`config.mk`:
```
export PLATFORM = sky130hd
export DESIGN_NAME = sync_counter_snapshot_acq
export DESIGN_NICKNAME = d
export VERILOG_FILES = /design/src/rtl/acq_pkg.sv /design/src/rtl/sync_counter_snapshot_acq.sv
export SDC_FILE = /design/constraint.sdc
export NUM_CORES = 2
export LEC_CHECK = 0
export BUFFER_PORTS_ARGS = -buffer_cell sky130_fd_sc_hd__buf_2
export CELL_PAD_IN_SITES_DETAIL_PLACEMENT = 0
export CELL_PAD_IN_SITES_GLOBAL_PLACEMENT = 1
export CORE_ASPECT_RATIO = 1.1
export CORE_MARGIN = 2
export CORE_UTILIZATION = 48
export DETAILED_ROUTE_END_ITERATION = 10
export PLACE_DENSITY_LB_ADDON = 0.1
export SYNTH_ARGS = -nofsm -noshare
export SYNTH_HDL_FRONTEND = slang
export SYNTH_SLANG_ARGS = --single-unit
```
`constraint.sdc`:
```
create_clock -name clk_in -period 42.8 [get_ports clk_in]
set_input_delay 2.14 -clock clk_in [delete_from_list [all_inputs] [get_ports clk_in]]
set_output_delay 2.14 -clock clk_in [all_outputs]
set_load 0.03 [all_outputs]
```
`src/rtl/acq_pkg.sv`:
```
// Shared constants and types for the snapshot acquisition sequencer, plus its sampling clock.
`timescale 1ns/100ps
package acq_pkg;
  // Register byte offsets
  localparam logic [7:0] OFS_COMMAND   = 8'h00;
  localparam logic [7:0] OFS_STORAGE   = 8'h04;
  localparam logic [7:0] OFS_ON_TIME   = 8'h08;
  localparam logic [7:0] OFS_OFF_TIME  = 8'h0C;
  localparam logic [7:0] OFS_ACQ_STAT  = 8'h10;
  localparam logic [7:0] OFS_CUR_ADDR  = 8'h14;
  localparam logic [7:0] OFS_END_ADDR  = 8'h18;
  localparam logic [7:0] OFS_IRQ_STAT  = 8'h1C;
  localparam logic [7:0] OFS_IRQ_MASK  = 8'h20;

  // Command codes written to the command register
  localparam logic [3:0] select_increment_storage = 4'h1;
  localparam logic [3:0] select_accumulate_storage = 4'h2;
  localparam logic [3:0] start_gate_level_acq     = 4'h3;
  localparam logic [3:0] start_gate_edge_acq      = 4'h4;
  localparam logic [3:0] start_clock_sync_acq     = 4'h5;
  localparam logic [3:0] stop_acq                 = 4'h6;

  // Storage type answers
  localparam logic [31:0] raw_value_code       = 32'h0000_0000;
  localparam logic [31:0] increment_value_code = 32'h0000_0001;

  // Acquisition status answers
  localparam logic [31:0] STAT_OFF        = 32'h0000_0000;
  localparam logic [31:0] STAT_GATE_LEVEL = 32'h0000_0001;
  localparam logic [31:0] STAT_TIMER_GATE = 32'h0000_0002;
  localparam logic [31:0] STAT_GATE_EDGE  = 32'h0000_0003;
  localparam logic [31:0] STAT_HEX_CONV   = 32'h0000_0004;

  // Interrupt status bit positions
  localparam int IRQ_SAMPLE_BIT = 0;
  localparam int IRQ_DONE_BIT   = 1;
  localparam int IRQ_W          = 2;

  // Reset values
  localparam logic [31:0] ON_TIME_RST  = 32'h0000_0001;
  localparam logic [31:0] OFF_TIME_RST = 32'h0000_0001;

  // Timing
  localparam int CLK_NS       = 50;
  localparam int US_NS        = 1000;
  localparam int CYC_PER_US   = US_NS / CLK_NS;
  localparam int OFF_ZERO_NS  = 200;
  localparam int OFF_ZERO_CYC = (OFF_ZERO_NS + CLK_NS - 1) / CLK_NS;
  localparam int PRE_W        = 5;

  typedef enum logic [3:0] {
    ST_IDLE  = 4'b0001,
    ST_LEVEL = 4'b0010,
    ST_EDGE  = 4'b0100,
    ST_CLOCK = 4'b1000
  } acq_state_e;

  typedef struct packed {
    logic        wr;
    logic        rd;
    logic [7:0]  addr;
    logic [31:0] wdata;
  } bus_req_s;
endpackage : acq_pkg

////////////////////////////////////////////////////////////////////////////////
module sample_clock_gen
  import acq_pkg::*;
(
  // Clock and reset
  input  wire logic        clk_in,
  input  wire logic        sys_rst_in,
  // Control
  input  wire logic        run_in,
  input  wire logic [31:0] on_us_in,
  input  wire logic [31:0] off_us_in,
  // Phase
  output logic             phase_on_out,
  output logic             on_end_out
);
  localparam logic [PRE_W-1:0] PRE_LAST  = PRE_W'(CYC_PER_US - 1);
  localparam logic [PRE_W-1:0] ZERO_LAST = PRE_W'(OFF_ZERO_CYC - 1);

  logic [PRE_W-1:0] pre_q;
  logic [31:0]      us_q;
  logic             run_q;
  logic             us_tick;
  logic             on_done;
  logic             off_done;

  assign us_tick  = (pre_q == PRE_LAST);
  // Zero on-time would never end; it acts as the shortest legal setting
  assign on_done  = us_tick && ({1'b0, us_q} + 33'd1 >= {1'b0, on_us_in});
  assign off_done = (off_us_in == 32'h0) ? (pre_q == ZERO_LAST)
                  : (us_tick && ({1'b0, us_q} + 33'd1 >= {1'b0, off_us_in}));

  always_ff @(posedge clk_in or posedge sys_rst_in)
  begin
    if (sys_rst_in)
    begin
      pre_q        <= '0;
      us_q         <= '0;
      run_q        <= 1'b0;
      phase_on_out <= 1'b0;
      on_end_out   <= 1'b0;
    end
    else
    begin
      run_q      <= run_in;
      on_end_out <= 1'b0;
      if (!run_in || !run_q)
      begin
        pre_q        <= '0;
        us_q         <= '0;
        phase_on_out <= run_in;
      end
      else if (phase_on_out ? on_done : off_done)
      begin
        pre_q        <= '0;
        us_q         <= '0;
        phase_on_out <= !phase_on_out;
        on_end_out   <= phase_on_out;
      end
      else
      begin
        pre_q <= us_tick ? '0 : pre_q + 1'b1;
        us_q  <= us_tick ? us_q + 32'd1 : us_q;
      end
    end
  end
endmodule : sample_clock_gen

```
`src/rtl/sync_counter_snapshot_acq.sv`:
```
// Acquisition sequencer storing counter and timer snapshots on gate or internal clock.
//
// Functional notes
// - After reset, raw accumulated counts are stored until increment storage is chosen.
// - Increment mode stores present count minus that channel's count at previous sample, or at the start command for the first sample.
// - Accumulation mode stores the counter value unchanged at the sampling instant.
// - Storage type query answers raw or increment code.
// - Gate-level start stores gate-synchronous samples up to end address; idle at reset.
// - Gate-edge start opens counting at first falling edge; samples on later falls.
// - Clock-sync start stores samples on internal clock up to end address; idle at reset.
// - Internal sampling clock alternates programmed on and off periods.
// - In clock-sync mode counting needs both internal clock and external gate on.
// - On-time accepted in microseconds 1 to 4294967295 and read back.
// - Off-time same range; zero gives about 200 ns off period.
// - Off-time reads back in microseconds.
// - Stop command halts counting at once and ends any acquisition.
// - Status query reports active mode, or inactive when none runs.
// - Status reports conversion in progress after acquisition until conversion ends.
// - Acquisition stops automatically when current address reaches end address.
// - Gate-level mode counts while gate high, stores sample at each falling edge.
`timescale 1ns/100ps
module sync_counter_snapshot_acq
  import acq_pkg::*;
#(
  parameter int N_CH   = 8,
  parameter int CNT_W  = 32,
  parameter int ADDR_W = 14
)
(
  // Clock and reset
  input  wire logic                        clk_in,
  input  wire logic                        sys_rst_in,
  // Register port
  input  wire bus_req_s                    bus_in,
  output logic [31:0]                      rd_data_out,
  // Gate pin and counter values (index N_CH is the timer)
  input  wire logic                        gate_in,
  input  wire logic [N_CH:0][CNT_W-1:0]    counts_in,
  input  wire logic                        hex_conv_busy_in,
  // Counter gating and sample memory write
  output logic                             count_en_out,
  output logic                             mem_we_out,
  output logic [ADDR_W-1:0]                mem_addr_out,
  output logic [N_CH:0][CNT_W-1:0]         mem_data_out,
  // Interrupt
  output logic                             irq_out
);
  ////////////////////////////////////////////////////////////////////////////
  // Register access decode
  logic       cmd_wr;
  logic [3:0] cmd;

  assign cmd_wr = bus_in.wr && (bus_in.addr == OFS_COMMAND);
  assign cmd    = bus_in.wdata[3:0];

  ////////////////////////////////////////////////////////////////////////////
  // Gate pin synchroniser: a change counts once the second and third stages agree
  logic [2:0] gate_sync_q;
  logic       gate_lvl_q;
  logic       gate_prev_q;
  logic       gate_fall;

  always_ff @(posedge clk_in or posedge sys_rst_in)
  begin
    if (sys_rst_in)
    begin
      gate_sync_q <= 3'h0;
      gate_lvl_q  <= 1'b0;
      gate_prev_q <= 1'b0;
    end
    else
    begin
      gate_sync_q <= {gate_sync_q[1:0], gate_in};
      if (gate_sync_q[1] == gate_sync_q[2])
      begin
        gate_lvl_q <= gate_sync_q[2];
      end
      gate_prev_q <= gate_lvl_q;
    end
  end

  assign gate_fall = gate_prev_q && !gate_lvl_q;

  ////////////////////////////////////////////////////////////////////////////
  // Software settings
  logic              inc_mode_q;
  logic [31:0]       on_us_q;
  logic [31:0]       off_us_q;
  logic [ADDR_W-1:0] end_addr_q;

  always_ff @(posedge clk_in or posedge sys_rst_in)
  begin
    if (sys_rst_in)
    begin
      inc_mode_q <= 1'b0;
    end
    else if (cmd_wr && cmd == select_increment_storage)
    begin
      inc_mode_q <= 1'b1;
    end
    else if (cmd_wr && cmd == select_accumulate_storage)
    begin
      inc_mode_q <= 1'b0;
    end
  end

  // Times are taken as written; any 32-bit microsecond figure is legal
  always_ff @(posedge clk_in or posedge sys_rst_in)
  begin
    if (sys_rst_in)
    begin
      on_us_q    <= ON_TIME_RST;
      off_us_q   <= OFF_TIME_RST;
      end_addr_q <= '0;
    end
    else if (bus_in.wr)
    begin
      if (bus_in.addr == OFS_ON_TIME)
      begin
        on_us_q <= bus_in.wdata;
      end
      if (bus_in.addr == OFS_OFF_TIME)
      begin
        off_us_q <= bus_in.wdata;
      end
      if (bus_in.addr == OFS_END_ADDR)
      begin
        end_addr_q <= bus_in.wdata[ADDR_W-1:0];
      end
    end
  end

  ////////////////////////////////////////////////////////////////////////////
  // Internal sampling clock
  acq_state_e        state_q;
  acq_state_e        state_d;
  logic              clk_phase_on;
  logic              clk_on_end;

  sample_clock_gen u_clk_gen (
    .clk_in       (clk_in),
    .sys_rst_in   (sys_rst_in),
    .run_in       (state_q == ST_CLOCK),
    .on_us_in     (on_us_q),
    .off_us_in    (off_us_q),
    .phase_on_out (clk_phase_on),
    .on_end_out   (clk_on_end)
  );

  ////////////////////////////////////////////////////////////////////////////
  // Acquisition sequencer
  logic              edge_open_q;
  logic [ADDR_W-1:0] cur_addr_q;
  logic              sample_fire;
  logic              last_sample;
  logic              start_cmd;

  assign start_cmd = cmd_wr && (cmd == start_gate_level_acq || cmd == start_gate_edge_acq
                               || cmd == start_clock_sync_acq);

  always_comb
  begin
    sample_fire = 1'b0;
    case (state_q)
      ST_LEVEL: sample_fire = gate_fall;
      ST_EDGE:  sample_fire = gate_fall && edge_open_q;
      ST_CLOCK: sample_fire = clk_on_end;
      default:  sample_fire = 1'b0;
    endcase
  end

  assign last_sample = sample_fire && (cur_addr_q == end_addr_q);

  always_comb
  begin
    state_d = state_q;
    if (cmd_wr && cmd == stop_acq)
    begin
      state_d = ST_IDLE;
    end
    else if (last_sample)
    begin
      state_d = ST_IDLE;
    end
    else if (state_q == ST_IDLE && start_cmd)
    begin
      case (cmd)
        start_gate_level_acq: state_d = ST_LEVEL;
        start_gate_edge_acq:  state_d = ST_EDGE;
        start_clock_sync_acq: state_d = ST_CLOCK;
        default:              state_d = ST_IDLE;
      endcase
    end
  end

  always_ff @(posedge clk_in or posedge sys_rst_in)
  begin
    if (sys_rst_in)
    begin
      state_q <= ST_IDLE;
    end
    else
    begin
      state_q <= state_d;
    end
  end

  // Gate-edge mode waits for a first falling edge before counting
  always_ff @(posedge clk_in or posedge sys_rst_in)
  begin
    if (sys_rst_in)
    begin
      edge_open_q <= 1'b0;
    end
    else if (state_q != ST_EDGE)
    begin
      edge_open_q <= 1'b0;
    end
    else if (gate_fall)
    begin
      edge_open_q <= 1'b1;
    end
  end

  always_ff @(posedge clk_in or posedge sys_rst_in)
  begin
    if (sys_rst_in)
    begin
      cur_addr_q <= '0;
    end
    else if (sample_fire)
    begin
      cur_addr_q <= cur_addr_q + 1'b1;
    end
    else if (bus_in.wr && bus_in.addr == OFS_CUR_ADDR)
    begin
      cur_addr_q <= bus_in.wdata[ADDR_W-1:0];
    end
  end

  // Counter gate follows the mode one cycle behind its cause
  always_ff @(posedge clk_in or posedge sys_rst_in)
  begin
    if (sys_rst_in)
    begin
      count_en_out <= 1'b0;
    end
    else
    begin
      case (state_d)
        ST_LEVEL: count_en_out <= gate_lvl_q;
        ST_EDGE:  count_en_out <= edge_open_q || gate_fall;
        ST_CLOCK: count_en_out <= clk_phase_on && gate_lvl_q;
        default:  count_en_out <= 1'b0;
      endcase
    end
  end

  ////////////////////////////////////////////////////////////////////////////
  // Snapshot path, one lane per channel and the timer
  logic [N_CH:0][CNT_W-1:0] prev_q;

  for (genvar ch = 0; ch <= N_CH; ch++)
  begin : g_lane
    always_ff @(posedge clk_in or posedge sys_rst_in)
    begin
      if (sys_rst_in)
      begin
        prev_q[ch]       <= '0;
        mem_data_out[ch] <= '0;
      end
      else if (state_q == ST_IDLE && start_cmd)
      begin
        prev_q[ch] <= counts_in[ch];
      end
      else if (sample_fire)
      begin
        prev_q[ch]       <= counts_in[ch];
        mem_data_out[ch] <= inc_mode_q ? counts_in[ch] - prev_q[ch]
                                       : counts_in[ch];
      end
    end
  end

  always_ff @(posedge clk_in or posedge sys_rst_in)
  begin
    if (sys_rst_in)
    begin
      mem_we_out   <= 1'b0;
      mem_addr_out <= '0;
    end
    else
    begin
      mem_we_out <= sample_fire;
      if (sample_fire)
      begin
        mem_addr_out <= cur_addr_q;
      end
    end
  end

  ////////////////////////////////////////////////////////////////////////////
  // Interrupts: set wins over a write-one clear
  logic [IRQ_W-1:0] irq_stat_q;
  logic [IRQ_W-1:0] irq_mask_q;
  logic [IRQ_W-1:0] irq_set;
  logic [IRQ_W-1:0] irq_clr;

  assign irq_set = {state_q != ST_IDLE && state_d == ST_IDLE, sample_fire};
  assign irq_clr = (bus_in.wr && bus_in.addr == OFS_IRQ_STAT) ? bus_in.wdata[IRQ_W-1:0] : '0;

  always_ff @(posedge clk_in or posedge sys_rst_in)
  begin
    if (sys_rst_in)
    begin
      irq_stat_q <= '0;
      irq_mask_q <= '0;
      irq_out    <= 1'b0;
    end
    else
    begin
      irq_stat_q <= (irq_stat_q & ~irq_clr) | irq_set;
      if (bus_in.wr && bus_in.addr == OFS_IRQ_MASK)
      begin
        irq_mask_q <= bus_in.wdata[IRQ_W-1:0];
      end
      irq_out <= |(((irq_stat_q & ~irq_clr) | irq_set) & irq_mask_q);
    end
  end

  ////////////////////////////////////////////////////////////////////////////
  // Read back
  logic [31:0] status_code;
  logic [31:0] rd_mux;

  always_comb
  begin
    case (state_q)
      ST_LEVEL: status_code = STAT_GATE_LEVEL;
      ST_CLOCK: status_code = STAT_TIMER_GATE;
      ST_EDGE:  status_code = STAT_GATE_EDGE;
      default:  status_code = hex_conv_busy_in ? STAT_HEX_CONV : STAT_OFF;
    endcase
  end

  always_comb
  begin
    case (bus_in.addr)
      OFS_STORAGE:  rd_mux = inc_mode_q ? increment_value_code : raw_value_code;
      OFS_ON_TIME:  rd_mux = on_us_q;
      OFS_OFF_TIME: rd_mux = off_us_q;
      OFS_ACQ_STAT: rd_mux = status_code;
      OFS_CUR_ADDR: rd_mux = 32'(cur_addr_q);
      OFS_END_ADDR: rd_mux = 32'(end_addr_q);
      OFS_IRQ_STAT: rd_mux = 32'(irq_stat_q);
      OFS_IRQ_MASK: rd_mux = 32'(irq_mask_q);
      default:      rd_mux = 32'h0000_0000;
    endcase
  end

  // Data stand only in the cycle after the read strobe
  always_ff @(posedge clk_in or posedge sys_rst_in)
  begin
    if (sys_rst_in)
    begin
      rd_data_out <= 32'h0000_0000;
    end
    else
    begin
      rd_data_out <= bus_in.rd ? rd_mux : 32'h0000_0000;
    end
  end
endmodule : sync_counter_snapshot_acq

```
==> reports/results.md <==
| Step | Quantity | Value |
| --- | --- | --- |
| clock tree | # resized after CTS | 0 |
| setup path | Maximum fanout along the worst path | 23 |
| setup path | Worst-case register-to-register setup slack | 37.34 ns |
| floorplan | Horizontal extent of the die | 305 µm |
| route | DRT Wirelength | 145 mm |
| global routing | Total grt overflow | 0 |
| setup path | Critical path start-end classification | reg2reg |
| setup path | Worst R2R Path Depth | 19 |
| timing | Clock period minus worst slack | 5.46 ns |
| floorplan | Overall die area | 102000 µm² |
| timing | Final Hold Viols | 0 |
| floorplan | I/O pin total | 671 |
| setup path | Worst Setup End Kind | register |
| final layout | Area Overhead vs Synth | 15.6% |
| clock tree | Buffer type at the clock tree root | clkbuf_16 |
| route | Remaining design rule violation count | 0 |
| clock tree | Number of levels in the clock H-tree | 3 |
| logic synthesis | Most used flip-flop cell after synthesis | dfrtp_1 |
| setup path | CP arrival | 6.05 ns |
| placement | Input/output buffers | 670 |
| timing | Transition time at the pin with the least slew margin | 1.05 ns |
| floorplan | Initial Util | 48.4% |
| outcome | Result of the run | completed |
| pwr | Leakage | 28.2 nW |
| final layout | Cell area after layout | 55400 µm² |
| placement | Cell area after placement | 52300 µm² |
| setup path | Capture point of the worst path | u_clk_gen.us_q[6] |
| run | MaxCap Viol Count | 0 |
| timing | Final max-slew violation count | 0 |
| timing | Max Fclk | 183 MHz |
| clock tree | Clock edge transition at the registers on the reported setup and hold paths | 0.06 ns |
| timing | Setup repair after global routing missed its margin | false |
| setup path | Terminus of the critical flop-to-flop path | u_clk_gen.us_q[6] |
| route | Number of DRC markers after the initial detailed-route iteration | 2591 |
| placement | Placer congestion estimate | 0.910 |
| setup path | Reg2Reg Launch Point | u_clk_gen.us_q[0] |
| clock tree | TritonCTS clock tree | done |
| floorplan | Number of placement rows | 121 |
| route | Length of the first detailed-routing pass in iterations | 9 |
| placement | Post-detailed-placement half-perimeter wirelength | 106 mm |
| logic synthesis | Synth cell types | 94 |
| global routing | Global Route Usage Sum | 28.0% |
| route | Wirelength per Cell | 19.6 µm |
| global routing | Number of antenna violations at the first check in global routing | 59 |
| logic synthesis | Avg Synthesized Cell Area | 8.72 µm² |
| worst hold path | Hold Path Class | reg2reg |
| route | Remaining antenna violation count after routing | 0 |
| final layout | Number of filler instances in the final layout | 9414 |
| pwr | PwrDens | 34.0 nW/µm² |
| clock tree | Clk Latency, worst-skew pair | 0.67 ns |
| route | Routed via count divided by cell count | 5.55 |
| timing | Final period util | 12.7% |
| clock tree | CTS buffer count | 89 |
| timing | Relative slew margins | 29.7% |
| logic synthesis | Count of mapped cells out of synthesis | 5490 |
| final layout | Fraction of layout cells with a size suffix above 1 | 16.4% |
| timing | Post-Route Skew | 0.0304 ns |
| logic synthesis | Syn nets | 6179 |
| clock tree | Post-CTS Setup Repair Bufs | 0 |
| floorplan | Height of the die | 335 µm |
| clock tree | Clock Sink Count | 772 |
| timing | Final total negative setup slack | 0 ns |
| route | Vias after detailed routing | 41239 |
| logic synthesis | Post-Syn Area | 47900 µm² |
| setup path | Crit path from | u_clk_gen.us_q[0] |
| logic synthesis | EDFF count, synth | 0 |
| clock tree | Max Buffers Root-to-Sink | 3 |
| logic synthesis | Seq/Total Area, Yosys | 40.4% |
| setup path | Nature of the critical path startpoint | register |
| logic synthesis | Post-synthesis sequential element count | 772 |
| pwr | Worst-case vdd ir drop | 0.0301 mV |
| logic synthesis | Ys Warns | 0 |
| global routing | Pin count of the biggest net entering global routing | 231 |
| final layout | Number of nets at the end of the flow | 6735 |
| timing | Number of endpoints failing setup at the final stage | 0 |
| clock tree | Total of hold buffers inserted after clock tree synthesis | 0 |
| floorplan | Core area | 98900 µm² |
| logic synthesis | Async set or reset register ratio after synthesis | 100% |
| setup path | Data required time of the worst path | 43.40 ns |
| global routing | Global-route wire length before repair | 228 mm |
| global routing | Number of global-route vias before repair | 40525 |
[cells in the final DEF (no fill, tap or decap), drive strengths merged, types with 122 or more instances in the layout]
cell | netlist | final
a21o | 173 | 173
ha | 346 | 346
o21ai | 672 | 672
mux2i | 135 | 135
buf | 31 | 701
dfrtp | 769 | 769
nand2 | 782 | 782
xnor2 | 163 | 163
nor2 | 270 | 270
clkbuf | 205 | 122
a21oi | 418 | 418
inv | 442 | 447
[layout make-up]
type                            instances  area [µm²]  share of cell area [%]
Antenna cell                           24        60.1                   0.108
Clock buffer                          122        2580                    4.67
Clock inverter                         36         409                   0.739
Inverter                              444        1690                    3.05
Multi-Input combinational cell       4038       26000                    47.0
Sequential cell                       772       19300                    34.9
Tap cell                             1291        1620                    2.92
Timing Repair Buffer                  701        3650                    6.59
[critical path, cell delays in order, from the launching register on]
cell and delay [ns]:
dfrtp_1 0.47, ha_1 0.26, nand3_1 0.15, nor2_1 0.27
nand3_1 0.25, nor3_4 0.38, and3_1 0.22, xor2_1 0.35
ha_1 0.33, a21o_1 0.16, a21o_1 0.16, a21oi_1 0.12
o21ai_0 0.09, a21oi_1 0.19, o31a_1 0.16, a311oi_1 0.05
a2111oi_2 0.78, o211ai_2 0.50, o21ai_0 0.34, a21o_1 0.15
[report_power, final]
| group | internal [mW] | switching (mW) |
|---|---|---|
| clock network | 0.469 | 0.320 |
| logic | 0.138 | 0.192 |
| registers | 0.750 | 0.0126 |
| total | 1.36 | 0.524 |
[state kept, by name, indices dropped and copies added (netlist names), 5 cells and up]
name	flops
cur_addr_q	14
off_us_q	32
u_clk_gen.us_q	32
rd_data_out	32
prev_q	288
on_us_q	32
mem_addr_out	14
mem_data_out	288
u_clk_gen.pre_q	5
end_addr_q	14
[how the worst min path moves through the flow]
stage,from,to,cells after the start
5_1_grt,gate_sync_q[0],gate_sync_q[1],0
3_3_place_gp,gate_sync_q[0],gate_sync_q[1],0
6_report,gate_sync_q[0],gate_sync_q[1],0
4_1_cts,gate_sync_q[0],gate_sync_q[1],0
2_1_floorplan,gate_sync_q[0],gate_sync_q[1],0
3_5_place_dp,gate_sync_q[0],gate_sync_q[1],0
[metrics by stage]
step	instances	power, mW	hold slack (ns)	setup slack [ns]	util, %
after floorplan	5490	1.01	0.331	18.99	-
after global placement	7246	1.10	0.336	36.74	52.9
after detailed placement	7246	1.10	0.346	36.70	52.9
after CTS	7404	1.90	0.362	37.33	55.9
after global routing	7422	1.97	0.367	36.93	56.0
final	7428	1.88	0.363	37.34	56.0
[cell families (layout without fill, tap and decap cells)]
family,count (synthesis),count (layout),synth area share [%]
AND/OR/NAND/NOR,1569,1569,14.8
other,0,24,0
flip-flops,772,772,40.4
multiplexers,225,225,4.94
XOR/XNOR,257,257,4.70
buffers and inverters,680,1303,5.35
AO/OA/AOI/OAI,1631,1631,20.4
adder cells (fa/ha/maj),356,356,9.44
[metal layers]
| metal | GRT usage, % | up-vias | part of all wire [%] |
|---|---|---|---|
| li1 | - | 20241 | - |
| met1 | 35.2 | 19742 | 42 |
| met2 | 47.2 | 943 | 48 |
| met3 | 6.00 | 259 | 6.2 |
| met4 | 11.0 | 54 | 3.4 |
| met5 | 0 | - | 0.23 |
[cell usage after synthesis (all sizes together), types with 53 or more instances]
master | n | area share, %
nor2 | 270 | 2.1
nor2b | 53 | 0.69
o21ai | 672 | 7.0
clkbuf | 205 | 1.6
ha | 346 | 9.0
and3 | 98 | 1.3
a21o | 173 | 2.7
mux2i | 135 | 2.8
nor3 | 73 | 0.80
inv | 442 | 3.5
a21oi | 418 | 4.4
xor2 | 94 | 1.7
nand3 | 93 | 0.97
xnor2 | 163 | 3.0
mux2 | 90 | 2.1
dfrtp | 769 | 40
nand2 | 782 | 6.1
(Power assumes the default switching activity.)
